<file path="config.mk">
export PLATFORM = sky130hd
export DESIGN_NAME = tpfr_top
export DESIGN_NICKNAME = d
export VERILOG_FILES = /design/src/tpfr_pkg.sv /design/src/tpfr_top.sv
export VERILOG_INCLUDE_DIRS = /design/src
export SDC_FILE = /design/constraint.sdc
export NUM_CORES = 1
export LEC_CHECK = 0
export BUFFER_PORTS_ARGS = -buffer_cell sky130_fd_sc_hd__buf_2
export CAP_MARGIN = 40
export CORE_ASPECT_RATIO = 0.6
export CORE_UTILIZATION = 55
export CTS_CLUSTER_DIAMETER = 30
export DETAILED_ROUTE_END_ITERATION = 6
export PLACE_DENSITY = 0.81
export SETUP_SLACK_MARGIN = 0.5
export SLEW_MARGIN = 20
export SYNTH_ARGS = -nofsm -noshare
export SYNTH_HDL_FRONTEND = slang
export SYNTH_SLANG_ARGS = --single-unit
</file>
<file path="constraint.sdc">
create_clock -name clock -period 4.9 [get_ports clock]
set_input_delay 0.245 -clock clock [delete_from_list [all_inputs] [get_ports clock]]
set_output_delay 0.245 -clock clock [all_outputs]
set_load 0.1 [all_outputs]
</file>
<file path="src/tpfr_params.svh">
// Command codes, field positions, reset values and widths for tpfr_top.
`ifndef TPFR_PARAMS_SVH
`define TPFR_PARAMS_SVH

// Command codes of the registers.
`define TPFR_CMD_OT_WARN   8'h51
`define TPFR_CMD_UT_WARN   8'h52
`define TPFR_CMD_UT_FAULT  8'h53
`define TPFR_CMD_UT_ACTION 8'h54

// Fault action byte fields.
`define TPFR_RESP_HI  7
`define TPFR_RESP_LO  6
`define TPFR_RETRY_HI 5
`define TPFR_RETRY_LO 3
`define TPFR_DELAY_HI 2
`define TPFR_DELAY_LO 0

// Retry codes with special meaning.
`define TPFR_RETRY_NONE    3'h0
`define TPFR_RETRY_FOREVER 3'h7

// Reset values.
`define TPFR_RST_OT_WARN   16'h0000
`define TPFR_RST_UT_WARN   16'h0000
`define TPFR_RST_UT_FAULT  16'h0000
`define TPFR_RST_UT_ACTION 8'h00

// Width of the signed fixed-point form of linear values.
`define TPFR_LIN_W 48

`endif

</file>
<file path="src/tpfr_pkg.sv">
// Types shared by the temperature limit and fault response block.
package tpfr_pkg;

    typedef enum logic [5:0] {
        ST_OFF   = 6'h01,
        ST_RUN   = 6'h02,
        ST_GRACE = 6'h04,
        ST_WAIT  = 6'h08,
        ST_HOLD  = 6'h10,
        ST_LATCH = 6'h20
    } tpfr_state_t;

    typedef enum logic [1:0] {
        RESP_IGNORE   = 2'h0,
        RESP_CONTINUE = 2'h1,
        RESP_RETRY    = 2'h2,
        RESP_RESUME   = 2'h3
    } tpfr_resp_t;

endpackage : tpfr_pkg

</file>
<file path="src/tpfr_top.sv">
// Temperature limit registers and under-temperature fault response.
`include "tpfr_params.svh"

module tpfr_top (
    // Clock and reset.
    input  wire logic        clock,
    input  wire logic        rst,
    // Register access by command code.
    input  wire logic        reg_wr,
    input  wire logic        reg_rd,
    input  wire logic [7:0]  reg_cmd,
    input  wire logic [15:0] reg_wdata,
    output logic      [15:0] reg_rdata_ff,
    output logic             reg_rvalid_ff,
    // Measurement and control.
    input  wire logic [15:0] temp_meas,
    input  wire logic [15:0] unit_cycles,
    input  wire logic        run_cmd,
    input  wire logic        other_fault,
    input  wire logic        fault_clear,
    // Status.
    output logic             out_enable,
    output logic             ot_warn_ff,
    output logic             ut_warn_ff,
    output logic             ut_fault_ff,
    output logic             restart_pulse_ff,
    output logic             latched_off
);

    // Linear value to signed fixed point with 16 fraction bits.
    function automatic logic signed [`TPFR_LIN_W-1:0] tpfr_lin(
        input logic [15:0] v);
        logic signed [`TPFR_LIN_W-1:0] m;
        logic [4:0]                    sh;
        m = `TPFR_LIN_W'(signed'(v[10:0]));
        sh = {~v[15], v[14:11]};
        tpfr_lin = m <<< sh;
    endfunction : tpfr_lin

    logic [15:0]           ot_thr_ff;
    logic [15:0]           utw_thr_ff;
    logic [15:0]           utf_thr_ff;
    logic [7:0]            action_ff;
    tpfr_pkg::tpfr_state_t state_ff;
    tpfr_pkg::tpfr_state_t nxt_state;
    logic [15:0]           unit_cnt_ff;
    logic [7:0]            timer_ff;
    logic [2:0]            tries_ff;
    logic [2:0]            nxt_tries;
    logic                  timer_load;
    logic                  unit_tick;
    logic                  expire;
    logic                  off_req;
    logic                  attempt;
    logic                  ot_cmp;
    logic                  utw_cmp;
    logic                  utf_cmp;
    logic [1:0]            resp;
    logic [2:0]            retry;
    logic [7:0]            mult;
    logic [15:0]           unit_last;

    assign resp  = action_ff[`TPFR_RESP_HI:`TPFR_RESP_LO];
    assign retry = action_ff[`TPFR_RETRY_HI:`TPFR_RETRY_LO];
    assign mult  = 8'h01 << action_ff[`TPFR_DELAY_HI:`TPFR_DELAY_LO];
    assign off_req = !run_cmd || other_fault;

    // Register writes.
    always_ff @(posedge clock) begin
        if (rst) begin
            ot_thr_ff  <= `TPFR_RST_OT_WARN;
            utw_thr_ff <= `TPFR_RST_UT_WARN;
            utf_thr_ff <= `TPFR_RST_UT_FAULT;
            action_ff  <= `TPFR_RST_UT_ACTION;
        end else if (reg_wr) begin
            case (reg_cmd)
                `TPFR_CMD_OT_WARN:   ot_thr_ff  <= reg_wdata;
                `TPFR_CMD_UT_WARN:   utw_thr_ff <= reg_wdata;
                `TPFR_CMD_UT_FAULT:  utf_thr_ff <= reg_wdata;
                `TPFR_CMD_UT_ACTION: action_ff  <= reg_wdata[7:0];
                default: ;
            endcase
        end
    end

    // Register reads; unknown codes read as zero.
    always_ff @(posedge clock) begin
        if (rst) begin
            reg_rdata_ff  <= 16'h0000;
            reg_rvalid_ff <= 1'b0;
        end else begin
            reg_rvalid_ff <= reg_rd;
            if (reg_rd) begin
                case (reg_cmd)
                    `TPFR_CMD_OT_WARN:   reg_rdata_ff <= ot_thr_ff;
                    `TPFR_CMD_UT_WARN:   reg_rdata_ff <= utw_thr_ff;
                    `TPFR_CMD_UT_FAULT:  reg_rdata_ff <= utf_thr_ff;
                    `TPFR_CMD_UT_ACTION: reg_rdata_ff <= {8'h00, action_ff};
                    default:             reg_rdata_ff <= 16'h0000;
                endcase
            end
        end
    end

    // Limit comparisons.
    assign ot_cmp  = tpfr_lin(temp_meas) > tpfr_lin(ot_thr_ff);
    assign utw_cmp = tpfr_lin(temp_meas) < tpfr_lin(utw_thr_ff);
    assign utf_cmp = tpfr_lin(temp_meas) < tpfr_lin(utf_thr_ff);

    always_ff @(posedge clock) begin
        if (rst) begin
            ot_warn_ff  <= 1'b0;
            ut_warn_ff  <= 1'b0;
            ut_fault_ff <= 1'b0;
        end else begin
            ot_warn_ff  <= ot_cmp;
            ut_warn_ff  <= utw_cmp;
            ut_fault_ff <= utf_cmp;
        end
    end

    // Delay unit divider; a zero setting acts as one cycle per unit.
    // Comparing by >= stops a shortened unit from wrapping the counter.
    assign unit_last = (unit_cycles == 16'h0000) ? 16'h0000
                                                 : unit_cycles - 16'h0001;
    assign unit_tick = (unit_cnt_ff >= unit_last);
    assign expire    = unit_tick && (timer_ff == 8'h01);

    always_ff @(posedge clock) begin
        if (rst || timer_load || unit_tick) begin
            unit_cnt_ff <= 16'h0000;
        end else begin
            unit_cnt_ff <= unit_cnt_ff + 16'h0001;
        end
    end

    // Restarting the divider on load makes each delay exactly mult units.
    always_ff @(posedge clock) begin
        if (rst) begin
            timer_ff <= 8'h00;
        end else if (timer_load) begin
            timer_ff <= mult;
        end else if (unit_tick && timer_ff != 8'h00) begin
            timer_ff <= timer_ff - 8'h01;
        end
    end

    // Fault response state machine.
    always_comb begin
        nxt_state  = state_ff;
        nxt_tries  = tries_ff;
        timer_load = 1'b0;
        attempt    = 1'b0;
        case (state_ff)
            tpfr_pkg::ST_OFF: begin
                if (!off_req) begin
                    nxt_state = tpfr_pkg::ST_RUN;
                end
            end
            tpfr_pkg::ST_RUN: begin
                nxt_tries = 3'h0;
                if (off_req) begin
                    nxt_state = tpfr_pkg::ST_OFF;
                end else if (ut_fault_ff) begin
                    case (resp)
                        tpfr_pkg::RESP_IGNORE: ;
                        tpfr_pkg::RESP_CONTINUE: begin
                            nxt_state  = tpfr_pkg::ST_GRACE;
                            timer_load = 1'b1;
                        end
                        tpfr_pkg::RESP_RETRY: begin
                            timer_load = 1'b1;
                            nxt_state  = (retry == `TPFR_RETRY_NONE)
                                       ? tpfr_pkg::ST_LATCH
                                       : tpfr_pkg::ST_WAIT;
                        end
                        default: nxt_state = tpfr_pkg::ST_HOLD;
                    endcase
                end
            end
            tpfr_pkg::ST_GRACE: begin
                if (off_req) begin
                    nxt_state = tpfr_pkg::ST_OFF;
                end else if (!ut_fault_ff) begin
                    nxt_state = tpfr_pkg::ST_RUN;
                end else if (expire) begin
                    timer_load = 1'b1;
                    nxt_state  = (retry == `TPFR_RETRY_NONE)
                               ? tpfr_pkg::ST_LATCH
                               : tpfr_pkg::ST_WAIT;
                end
            end
            tpfr_pkg::ST_WAIT: begin
                if (off_req) begin
                    nxt_state = tpfr_pkg::ST_OFF;
                end else if (expire) begin
                    attempt = 1'b1;
                    if (!ut_fault_ff) begin
                        nxt_state = tpfr_pkg::ST_RUN;
                    end else if (retry == `TPFR_RETRY_FOREVER) begin
                        timer_load = 1'b1;
                    end else if (tries_ff + 3'h1 >= retry) begin
                        nxt_state = tpfr_pkg::ST_LATCH;
                    end else begin
                        nxt_tries  = tries_ff + 3'h1;
                        timer_load = 1'b1;
                    end
                end
            end
            tpfr_pkg::ST_HOLD: begin
                if (off_req) begin
                    nxt_state = tpfr_pkg::ST_OFF;
                end else if (!ut_fault_ff) begin
                    nxt_state = tpfr_pkg::ST_RUN;
                end
            end
            tpfr_pkg::ST_LATCH: begin
                if (fault_clear) begin
                    nxt_state = tpfr_pkg::ST_OFF;
                end
            end
            default: nxt_state = tpfr_pkg::ST_OFF;
        endcase
    end

    always_ff @(posedge clock) begin
        if (rst) begin
            state_ff <= tpfr_pkg::ST_OFF;
            tries_ff <= 3'h0;
        end else begin
            state_ff <= nxt_state;
            tries_ff <= nxt_tries;
        end
    end

    always_ff @(posedge clock) begin
        if (rst) begin
            restart_pulse_ff <= 1'b0;
        end else begin
            restart_pulse_ff <= attempt;
        end
    end

    assign out_enable  = (state_ff == tpfr_pkg::ST_RUN)
                      || (state_ff == tpfr_pkg::ST_GRACE);
    assign latched_off = (state_ff == tpfr_pkg::ST_LATCH);
endmodule : tpfr_top

</file>
==> metrics, run 1 <==
status=complete, but fails checks; failing checks=DRC; crit path cell chain=buf_2 > or4_1 > or3_1 > or4_1 > nand4bb_1 > and2_1 > ha_1 > nand2b_1 > a2111oi_0 > o21bai_1 > a31oi_2 > nand2_1 > a41oi_1 > buf_4 > mux2_2 > o22ai_1; synth unique cells=68; Max clock buf depth=2; CP most frequent cell=or4_1; combinational power share=27.0%; endpoint class of the critical path=register; required time of the critical path=5.19 ns; Core Footprint=0.0212 sq mm; Primary FF master, synth=dfxtp_1; wire length per cell=20.3 microns; Rel. slew slack=41.1%; antenna cells=0; RSZ-0062 raised after global routing=no; CTS tree=yes; DR vias/cell=6.58; Tcrit/Tclk final=86.0%; fraction of layout cells with a size suffix above 1=10.8%; grt total ovfl=0; die height=117 microns; RePlAce Congestion=1.03; maxcap violations=0; Ys Warns=0; critical-path cell with the highest stage delay=or4_1; Clock Skew=0.0168 ns; chip width=193 microns; Avg Cell Area, Syn=7.26 sq um; synthesis-stage register bit count=110; synthesis-to-finish area growth=8.81%; FP Rows=41; die area=0.0226 sq mm; TritonCTS Buffers=9; register area share after synthesis=18.2%; min cycle time layout=4.22 ns; root buffer cell=clkbuf_16; Initial Util=56.8%; WP data arrival=4.50 ns; Clock Latency Late Sink=0.36 ns; Net Switching=0.780 mW; type of the worst min-delay path=in2reg; # DRC=6; measured slew at the worst slew-check pin=0.872 ns; LEAKAGE=5.29 nW; fill count=1966; Post-CTS Setup Bufs=0; H-tree Lvls=3; via count of the first global-routing pass=11000; P_int=1.54 mW; Gate Count Post-Synth=1661; DPL Wire Length=31800 microns; drt initial violations=1940; Sw Share=33.6%; Reg power frac=39.6%; number of flops mapped to enable cells by yosys=0; maximum vdd drop=0.000183 V; Routed Wire Length=40100 microns; Setup TNS=0 ns; Antenna Nets Post-Route=0; Syn Nets=1876; Total Routing Usage GR=34.7%; Crit path max-delay family=simple AND/OR/NAND/NOR gates; initial antenna violation count=0; largest net degree at the start of global routing=84; Final Hold Viols=0; final setup fails=0; Final #Nets=1910; first-pass GRT wire length=61000 microns; DRT Pass-1 Iters=7; Buf/Inv on CP=2; fmax=237 MHz; Layout Utilization=61.8%; Fin Hold WS=0.154 ns; Clock Power Share=33.4%; IO Pins=86; PortBufs=85; PwrDens=177 mW/mm^2; Sink Count=110; Via Count=13000; Slew Limit Fails=0; Cell Area, Synth=0.0121 sq mm; CP Class=in2reg; Crit Path Max Fanout=14; crit path launch type=primary input; CTS clk-pin slew, worst paths=0.08 ns; ys async rst share=0%; slowest stage delay, CP=0.55 ns
power by group through the flow:
stage	Clock (mW)	Combinational (mW)	Sequential, mW
floorplan	0	0.381	0.955
global placement	0	0.576	0.940
CTS	0.787	0.597	0.920
global route	0.819	0.682	0.922
detailed placement	0	0.594	0.941
finish	0.776	0.626	0.921
sequential cells by signal, summed over array words and instances (netlist names):
register          count
state_ff              6
ot_thr_ff            16
ut_fault_ff           1
ut_warn_ff            1
utw_thr_ff           16
reg_rvalid_ff         1
action_ff             8
reg_rdata_ff         16
unit_cnt_ff          16
tries_ff              3
restart_pulse_ff      1
ot_warn_ff            1
timer_ff              8
utf_thr_ff           16
worst register-to-register path, stage by stage (launching register included):
cell      delay, ns
dfxtp_1        0.58
buf_4          0.29
mux2i_1        0.25
nand2_1        0.07
o21ai_1        0.23
o21ai_0        0.24
o21ba_2        0.26
mux2i_1        0.14
ha_1           0.27
a21o_1         0.18
a21o_1         0.17
a21oi_1        0.21
nor2_1         0.08
a311oi_1       0.28
o31ai_1        0.12
nor3_1         0.23
mux2_1         0.39
final cells by class:
class                   instances  area, sq um  share of cell area [%]
multi-input cells            1408         9340                    71.1
flip-flops and latches        110         2200                    16.8
repair buffers                127          787                    5.99
well taps                     279          349                    2.66
clock buffers                  10          229                    1.74
inverters                      39          146                    1.11
clock inverters                 6         80.1                   0.610
placed cells by master, fill, tap and decap left out, drive strengths merged, types with 7 or more instances in the layout:
master,n
nand2,228
nor2,167
a21oi,154
ha,152
buf,127
o21ai,112
dfxtp,110
mux2i,109
nand3,58
inv,38
nor3,37
a22oi,30
a21o,28
nand4,26
mux2,26
nor2b,24
xor2,21
o211ai,17
and3,17
nand2b,16
and2,14
o21a,13
a21boi,13
o22ai,12
xnor2,10
clkbuf,10
nor4,9
a211oi,9
a222oi,8
o31a,7
a2bb2oi,7
Yosys cell counts, types with 4 or more instances:
cell / count / area share [%]
nand3_1: 58 / 2.4
a211oi_1: 9 / 0.56
o22ai_1: 12 / 0.62
nor4_1: 9 / 0.47
o31ai_1: 6 / 0.37
buf_1: 7 / 0.22
nand4_1: 26 / 1.3
or3_1: 6 / 0.31
a31oi_1: 6 / 0.31
nor3b_1: 5 / 0.31
ha_1: 152 / 16
a22oi_1: 30 / 1.9
inv_1: 36 / 1.1
xnor2_1: 10 / 0.73
o21ai_0: 111 / 4.6
or4_1: 4 / 0.25
clkbuf_1: 93 / 2.9
o21a_1: 13 / 0.81
nand2_1: 228 / 7.1
a21oi_1: 154 / 6.4
mux2i_1: 109 / 9.0
and3_1: 17 / 0.88
xor2_1: 21 / 1.5
nand3b_1: 6 / 0.37
a2bb2oi_1: 7 / 0.51
nand2b_1: 16 / 0.83
o2111ai_1: 4 / 0.29
and2_1: 14 / 0.73
nor3_1: 37 / 1.5
or2_2: 5 / 0.26
o211ai_1: 17 / 1.1
o31a_1: 7 / 0.51
dfxtp_1: 110 / 18
a21o_1: 28 / 1.7
and4_1: 5 / 0.36
nor2_1: 167 / 5.2
nor2b_1: 24 / 1.2
a21boi_0: 13 / 0.81
a222oi_1: 8 / 0.66
mux2_2: 25 / 2.3
layer usage:
layer	global-route usage (%)	vias to the layer above	share of wire, %
met5	0	-	0
met4	7.25	0	1.8
met3	9.93	71	15
met2	47.0	804	38
met1	52.7	6034	46
li1	-	6115	-
metrics by stage:
| stage | worst slack (ns) | cells | total power [mW] | cell area (sq um) |
|---|---|---|---|---|
| after global placement | 0.412 | 1956 | 1.52 | 12700 |
| final | 0.685 | 1979 | 2.32 | 13100 |
| after floorplan | 0.514 | 1661 | 1.34 | 12100 |
| after CTS | 0.657 | 1975 | 2.30 | 13100 |
| after detailed placement | 0.316 | 1959 | 1.53 | 12700 |
| after global routing | 0.511 | 1979 | 2.42 | 13100 |
path summary, 6_finish.rpt:
| path | from | to | slack (ns) | cells past startpoint |
|---|---|---|---|---|
| worst max register to register | utf_thr_ff[12] | ut_fault_ff | 0.77 | 16 |
| worst min register to register | tries_ff[1] | tries_ff[1] | 0.48 | 2 |
| worst max-delay path | unit_cycles[7] | timer_ff[3] | 0.68 | 16 |
| worst min-delay path | reg_wdata[13] | utf_thr_ff[13] | 0.15 | 3 |
logic make-up after synthesis:
| group | count (synthesis) | share of synthesized area [%] |
|---|---|---|
| AOI/OAI and AO/OA | 454 | 23.2 |
| xor gates and xnor gates | 31 | 2.25 |
| adders and majority gates | 152 | 15.8 |
| buffers and inverters | 143 | 4.59 |
| DFF | 110 | 18.2 |
| muxes | 135 | 11.5 |
| and+or+nand+nor | 636 | 24.4 |
what timing repair did:
item,4_1_cts,5_1_grt
gates resized for setup,0,5
hold buffers,0,0
setup endpoints to repair,0,7
Note: power is estimated with default switching activity, not from simulation.
==> run 2: changes to the inputs <==
- BUFFER_PORTS_ARGS: -buffer_cell sky130_fd_sc_hd__buf_2 -> default
- DONT_BUFFER_PORTS: default -> 1
- PLACE_DENSITY: 0.81 -> 0.77
- clock period: 4.9 -> 4.1 ns (I/O delays scaled with it)
==> run 2 against run 1 <==
  * The run still ends with DRC left
  * Sequential share of layout area fell by 1.3 points
  * Routed wire length rose by 13%
  * First-iteration DRC count rose by 2.9%
  * Largest power group unchanged
==> metrics, run 2 (synthesis gave the netlist of run 1 again) <==
status=complete, but fails checks (unchanged); failing checks=DRC (unchanged); # DRC=32 (was 6); Final #Nets=1943 (was 1910); fraction of layout cells with a size suffix above 1=14.4% (was 10.8%); root buffer cell=clkbuf_16 (unchanged); P_int=1.94 mW (was 1.54 mW); RR Startpoint=utw_thr_ff[12] (was utf_thr_ff[12]); Sink Count=110 (unchanged); H-tree Lvls=3 (unchanged); type of the worst min-delay path=in2reg (unchanged); most frequent cells in the layout=222 x nand2_1, 166 x nor2_1, 145 x a21oi_1, 145 x ha_1, 103 x mux2i_1 (was 228 x nand2_1, 167 x nor2_1, 154 x a21oi_1); crit path from=utw_thr_ff[12] (was unit_cycles[7]); Routed Wire Length=45300 microns (was 40100 microns); Cell Area, Placed=0.0131 sq mm (was 0.0127 sq mm); measured slew at the worst slew-check pin=0.971 ns (was 0.872 ns); DP Cell Count=1935 (was 1959); slowest stage delay, CP=0.62 ns (was 0.55 ns); drt initial violations=1997 (was 1940); combinational power share=26.6% (was 27.0%); Final Hold Viols=0 (unchanged); RSZ-0062 raised after global routing=yes (was no); Sw Share=31.8% (was 33.6%); PwrDens=197 mW/mm^2 (was 177 mW/mm^2); initial antenna violation count=1 (was 0); Total Routing Usage GR=38.0% (was 34.7%); CP most frequent cell=o21ai_0 (was or4_1); CTS clk-pin slew, worst paths=0.07 ns (was 0.08 ns); Net Switching=0.903 mW (was 0.780 mW); Crit Path Max Fanout=11 (was 14); Slew Limit Fails=0 (unchanged); Tcrit/Tclk final=90.3%; TritonCTS Buffers=9 (unchanged); grt total ovfl=0 (unchanged); DRT Pass-1 Iters=7 (unchanged); crit path cell chain=buf_6 > mux2i_2 > mux2i_1 > a21oi_1 > o21ai_0 > o21ai_0 > ha_1 > nand4_1 > nor2_1 > o221ai_1 > o211ai_1 > nor3_2 > o2111ai_1 > o311ai_0 (was buf_2 > or4_1 > or3_1 > or4_1 > nand4bb_1 > and2_1 > ha_1 > nand2b_1 > a2111oi_0 > o21bai_1 > a31oi_2 > nand2_1 > a41oi_1 > buf_4 > mux2_2 > o22ai_1); Max clock buf depth=2 (unchanged); LEAKAGE=5.73 nW (was 5.29 nW); required time of the critical path=4.32 ns (was 5.19 ns); WP data arrival=3.92 ns (was 4.50 ns); IO Pins=86 (unchanged); PortBufs=0 (was 85); critical-path cell with the highest stage delay=o21ai_0 (was or4_1); endpoint class of the critical path=register (unchanged); Power Total=2.84 mW (was 2.32 mW); chip width=193 microns (unchanged); R2R Path End=ut_warn_ff (was ut_fault_ff); Clock Skew=0.0152 ns (was 0.0168 ns); Via Count=13500 (was 13000); Worst R2R Path Depth=14 (was 16); die height=117 microns (unchanged); RePlAce Congestion=1.05 (was 1.03); Layout Utilization=67.9% (was 61.8%); final setup fails=0 (unchanged); fmax=270 MHz; first-pass GRT wire length=66300 microns (was 61000 microns); CP endpoint=ut_warn_ff (was timer_ff[3]); Antenna Nets Post-Route=0 (unchanged); CTS tree=yes (unchanged); Reg power frac=38.7% (was 39.6%); final instance area=0.0144 sq mm (was 0.0131 sq mm); Rel. slew slack=34.6% (was 41.1%); min cycle time layout=3.70 ns; Non-Filler Instances=2013 (was 1979); maximum vdd drop=0.000181 V (was 0.000183 V); reg-to-reg setup timing slack=0.40 ns (was 0.77 ns); largest net degree at the start of global routing=52 (was 84); most common cell after layout, fill and taps aside=nand2_1 (unchanged); synthesis-to-finish area growth=19.4% (was 8.81%); maxcap violations=0 (unchanged); crit path launch type=register (was primary input); Core Footprint=0.0212 sq mm (unchanged); Clock Latency Late Sink=0.36 ns (about the same); Initial Util=56.8% (unchanged); Clock Power Share=34.7% (was 33.4%); die area=0.0226 sq mm (unchanged); FP Rows=41 (unchanged); wire length per cell=22.5 microns (was 20.3 microns); via count of the first global-routing pass=11700 (was 11000); CP Class=reg2reg (was in2reg); DR vias/cell=6.72 (was 6.58); DPL Wire Length=33600 microns (was 31800 microns)
-- run 2: area by class of cell --
class	count	area, sq um
antenna	2	5.00
fill	1763	6830
timing repair buffer	160	1570
clock inverter	5	88.8
multi-input combinational	1408	9780
clock buffer	10	239
tap	279	349
sequential	110	2230
inverter	39	150
-- run 2: metrics by stage --
stage | setup WS [ns] | hold slack, ns | TNS [ns]
floorplan | 0.0191 | 0.341 | 0
global placement | -0.00911 | 0.280 | -0.00911
detailed placement | -0.148 | 0.282 | -0.653
CTS | 0.348 | 0.00159 | 0
global route | 0.304 | 0.0128 | 0
finish | 0.400 | 0.00613 | 0
-- run 2: worst max-delay path, delay by kind of cell, from the launching register on --
family	cells	cell delay, ns
compound gates	7	1.63
fa+ha+maj	1	0.37
buf+inv	1	0.19
flops	1	0.42
mux	2	0.44
simple gates	3	0.50
-- run 2: metal layers --
metal / vias up / wire length (microns) / global-route usage [%] / part of all wire (%)
met5: - / 77 / 2.06 / 0.17
met4: 4 / 985 / 7.04 / 2.2
met3: 130 / 7680 / 15.1 / 17
met2: 930 / 17500 / 53.0 / 39
met1: 6277 / 19100 / 54.2 / 42
li1: 6189 / - / - / -
-- run 2: repair_timing --
| item | 4_1_cts | 5_1_grt |
|---|---|---|
| setup endpoints to repair | 20 | 36 |
| hold buffers | 45 | 1 |
| pin swaps | 23 | 17 |
| gates cloned | 0 | 0 |
| buffers inserted | 9 | 6 |
| gates resized for setup | 37 | 69 |
| endpoints found under the hold margin | 86 | 1 |
-- run 2: how the worst min path moves through the flow --
stage,cells after the start,endpoint,startpoint
CTS,2,ot_thr_ff[8],reg_wdata[8]
detailed placement,1,timer_ff[1],rst
floorplan,2,utf_thr_ff[7],reg_wdata[7]
finish,2,utw_thr_ff[15],reg_wdata[15]
global route,2,utw_thr_ff[14],reg_wdata[14]
global placement,1,timer_ff[1],rst
-- run 2: power groups by stage --
stage / combinational [mW] / sequential, mW / clock (mW)
final: 0.757 / 1.10 / 0.984
after global routing: 0.816 / 1.10 / 1.02
after CTS: 0.698 / 1.10 / 0.981
after detailed placement: 0.667 / 1.12 / 0
after global placement: 0.625 / 1.14 / 0
after floorplan: 0.470 / 1.14 / 0
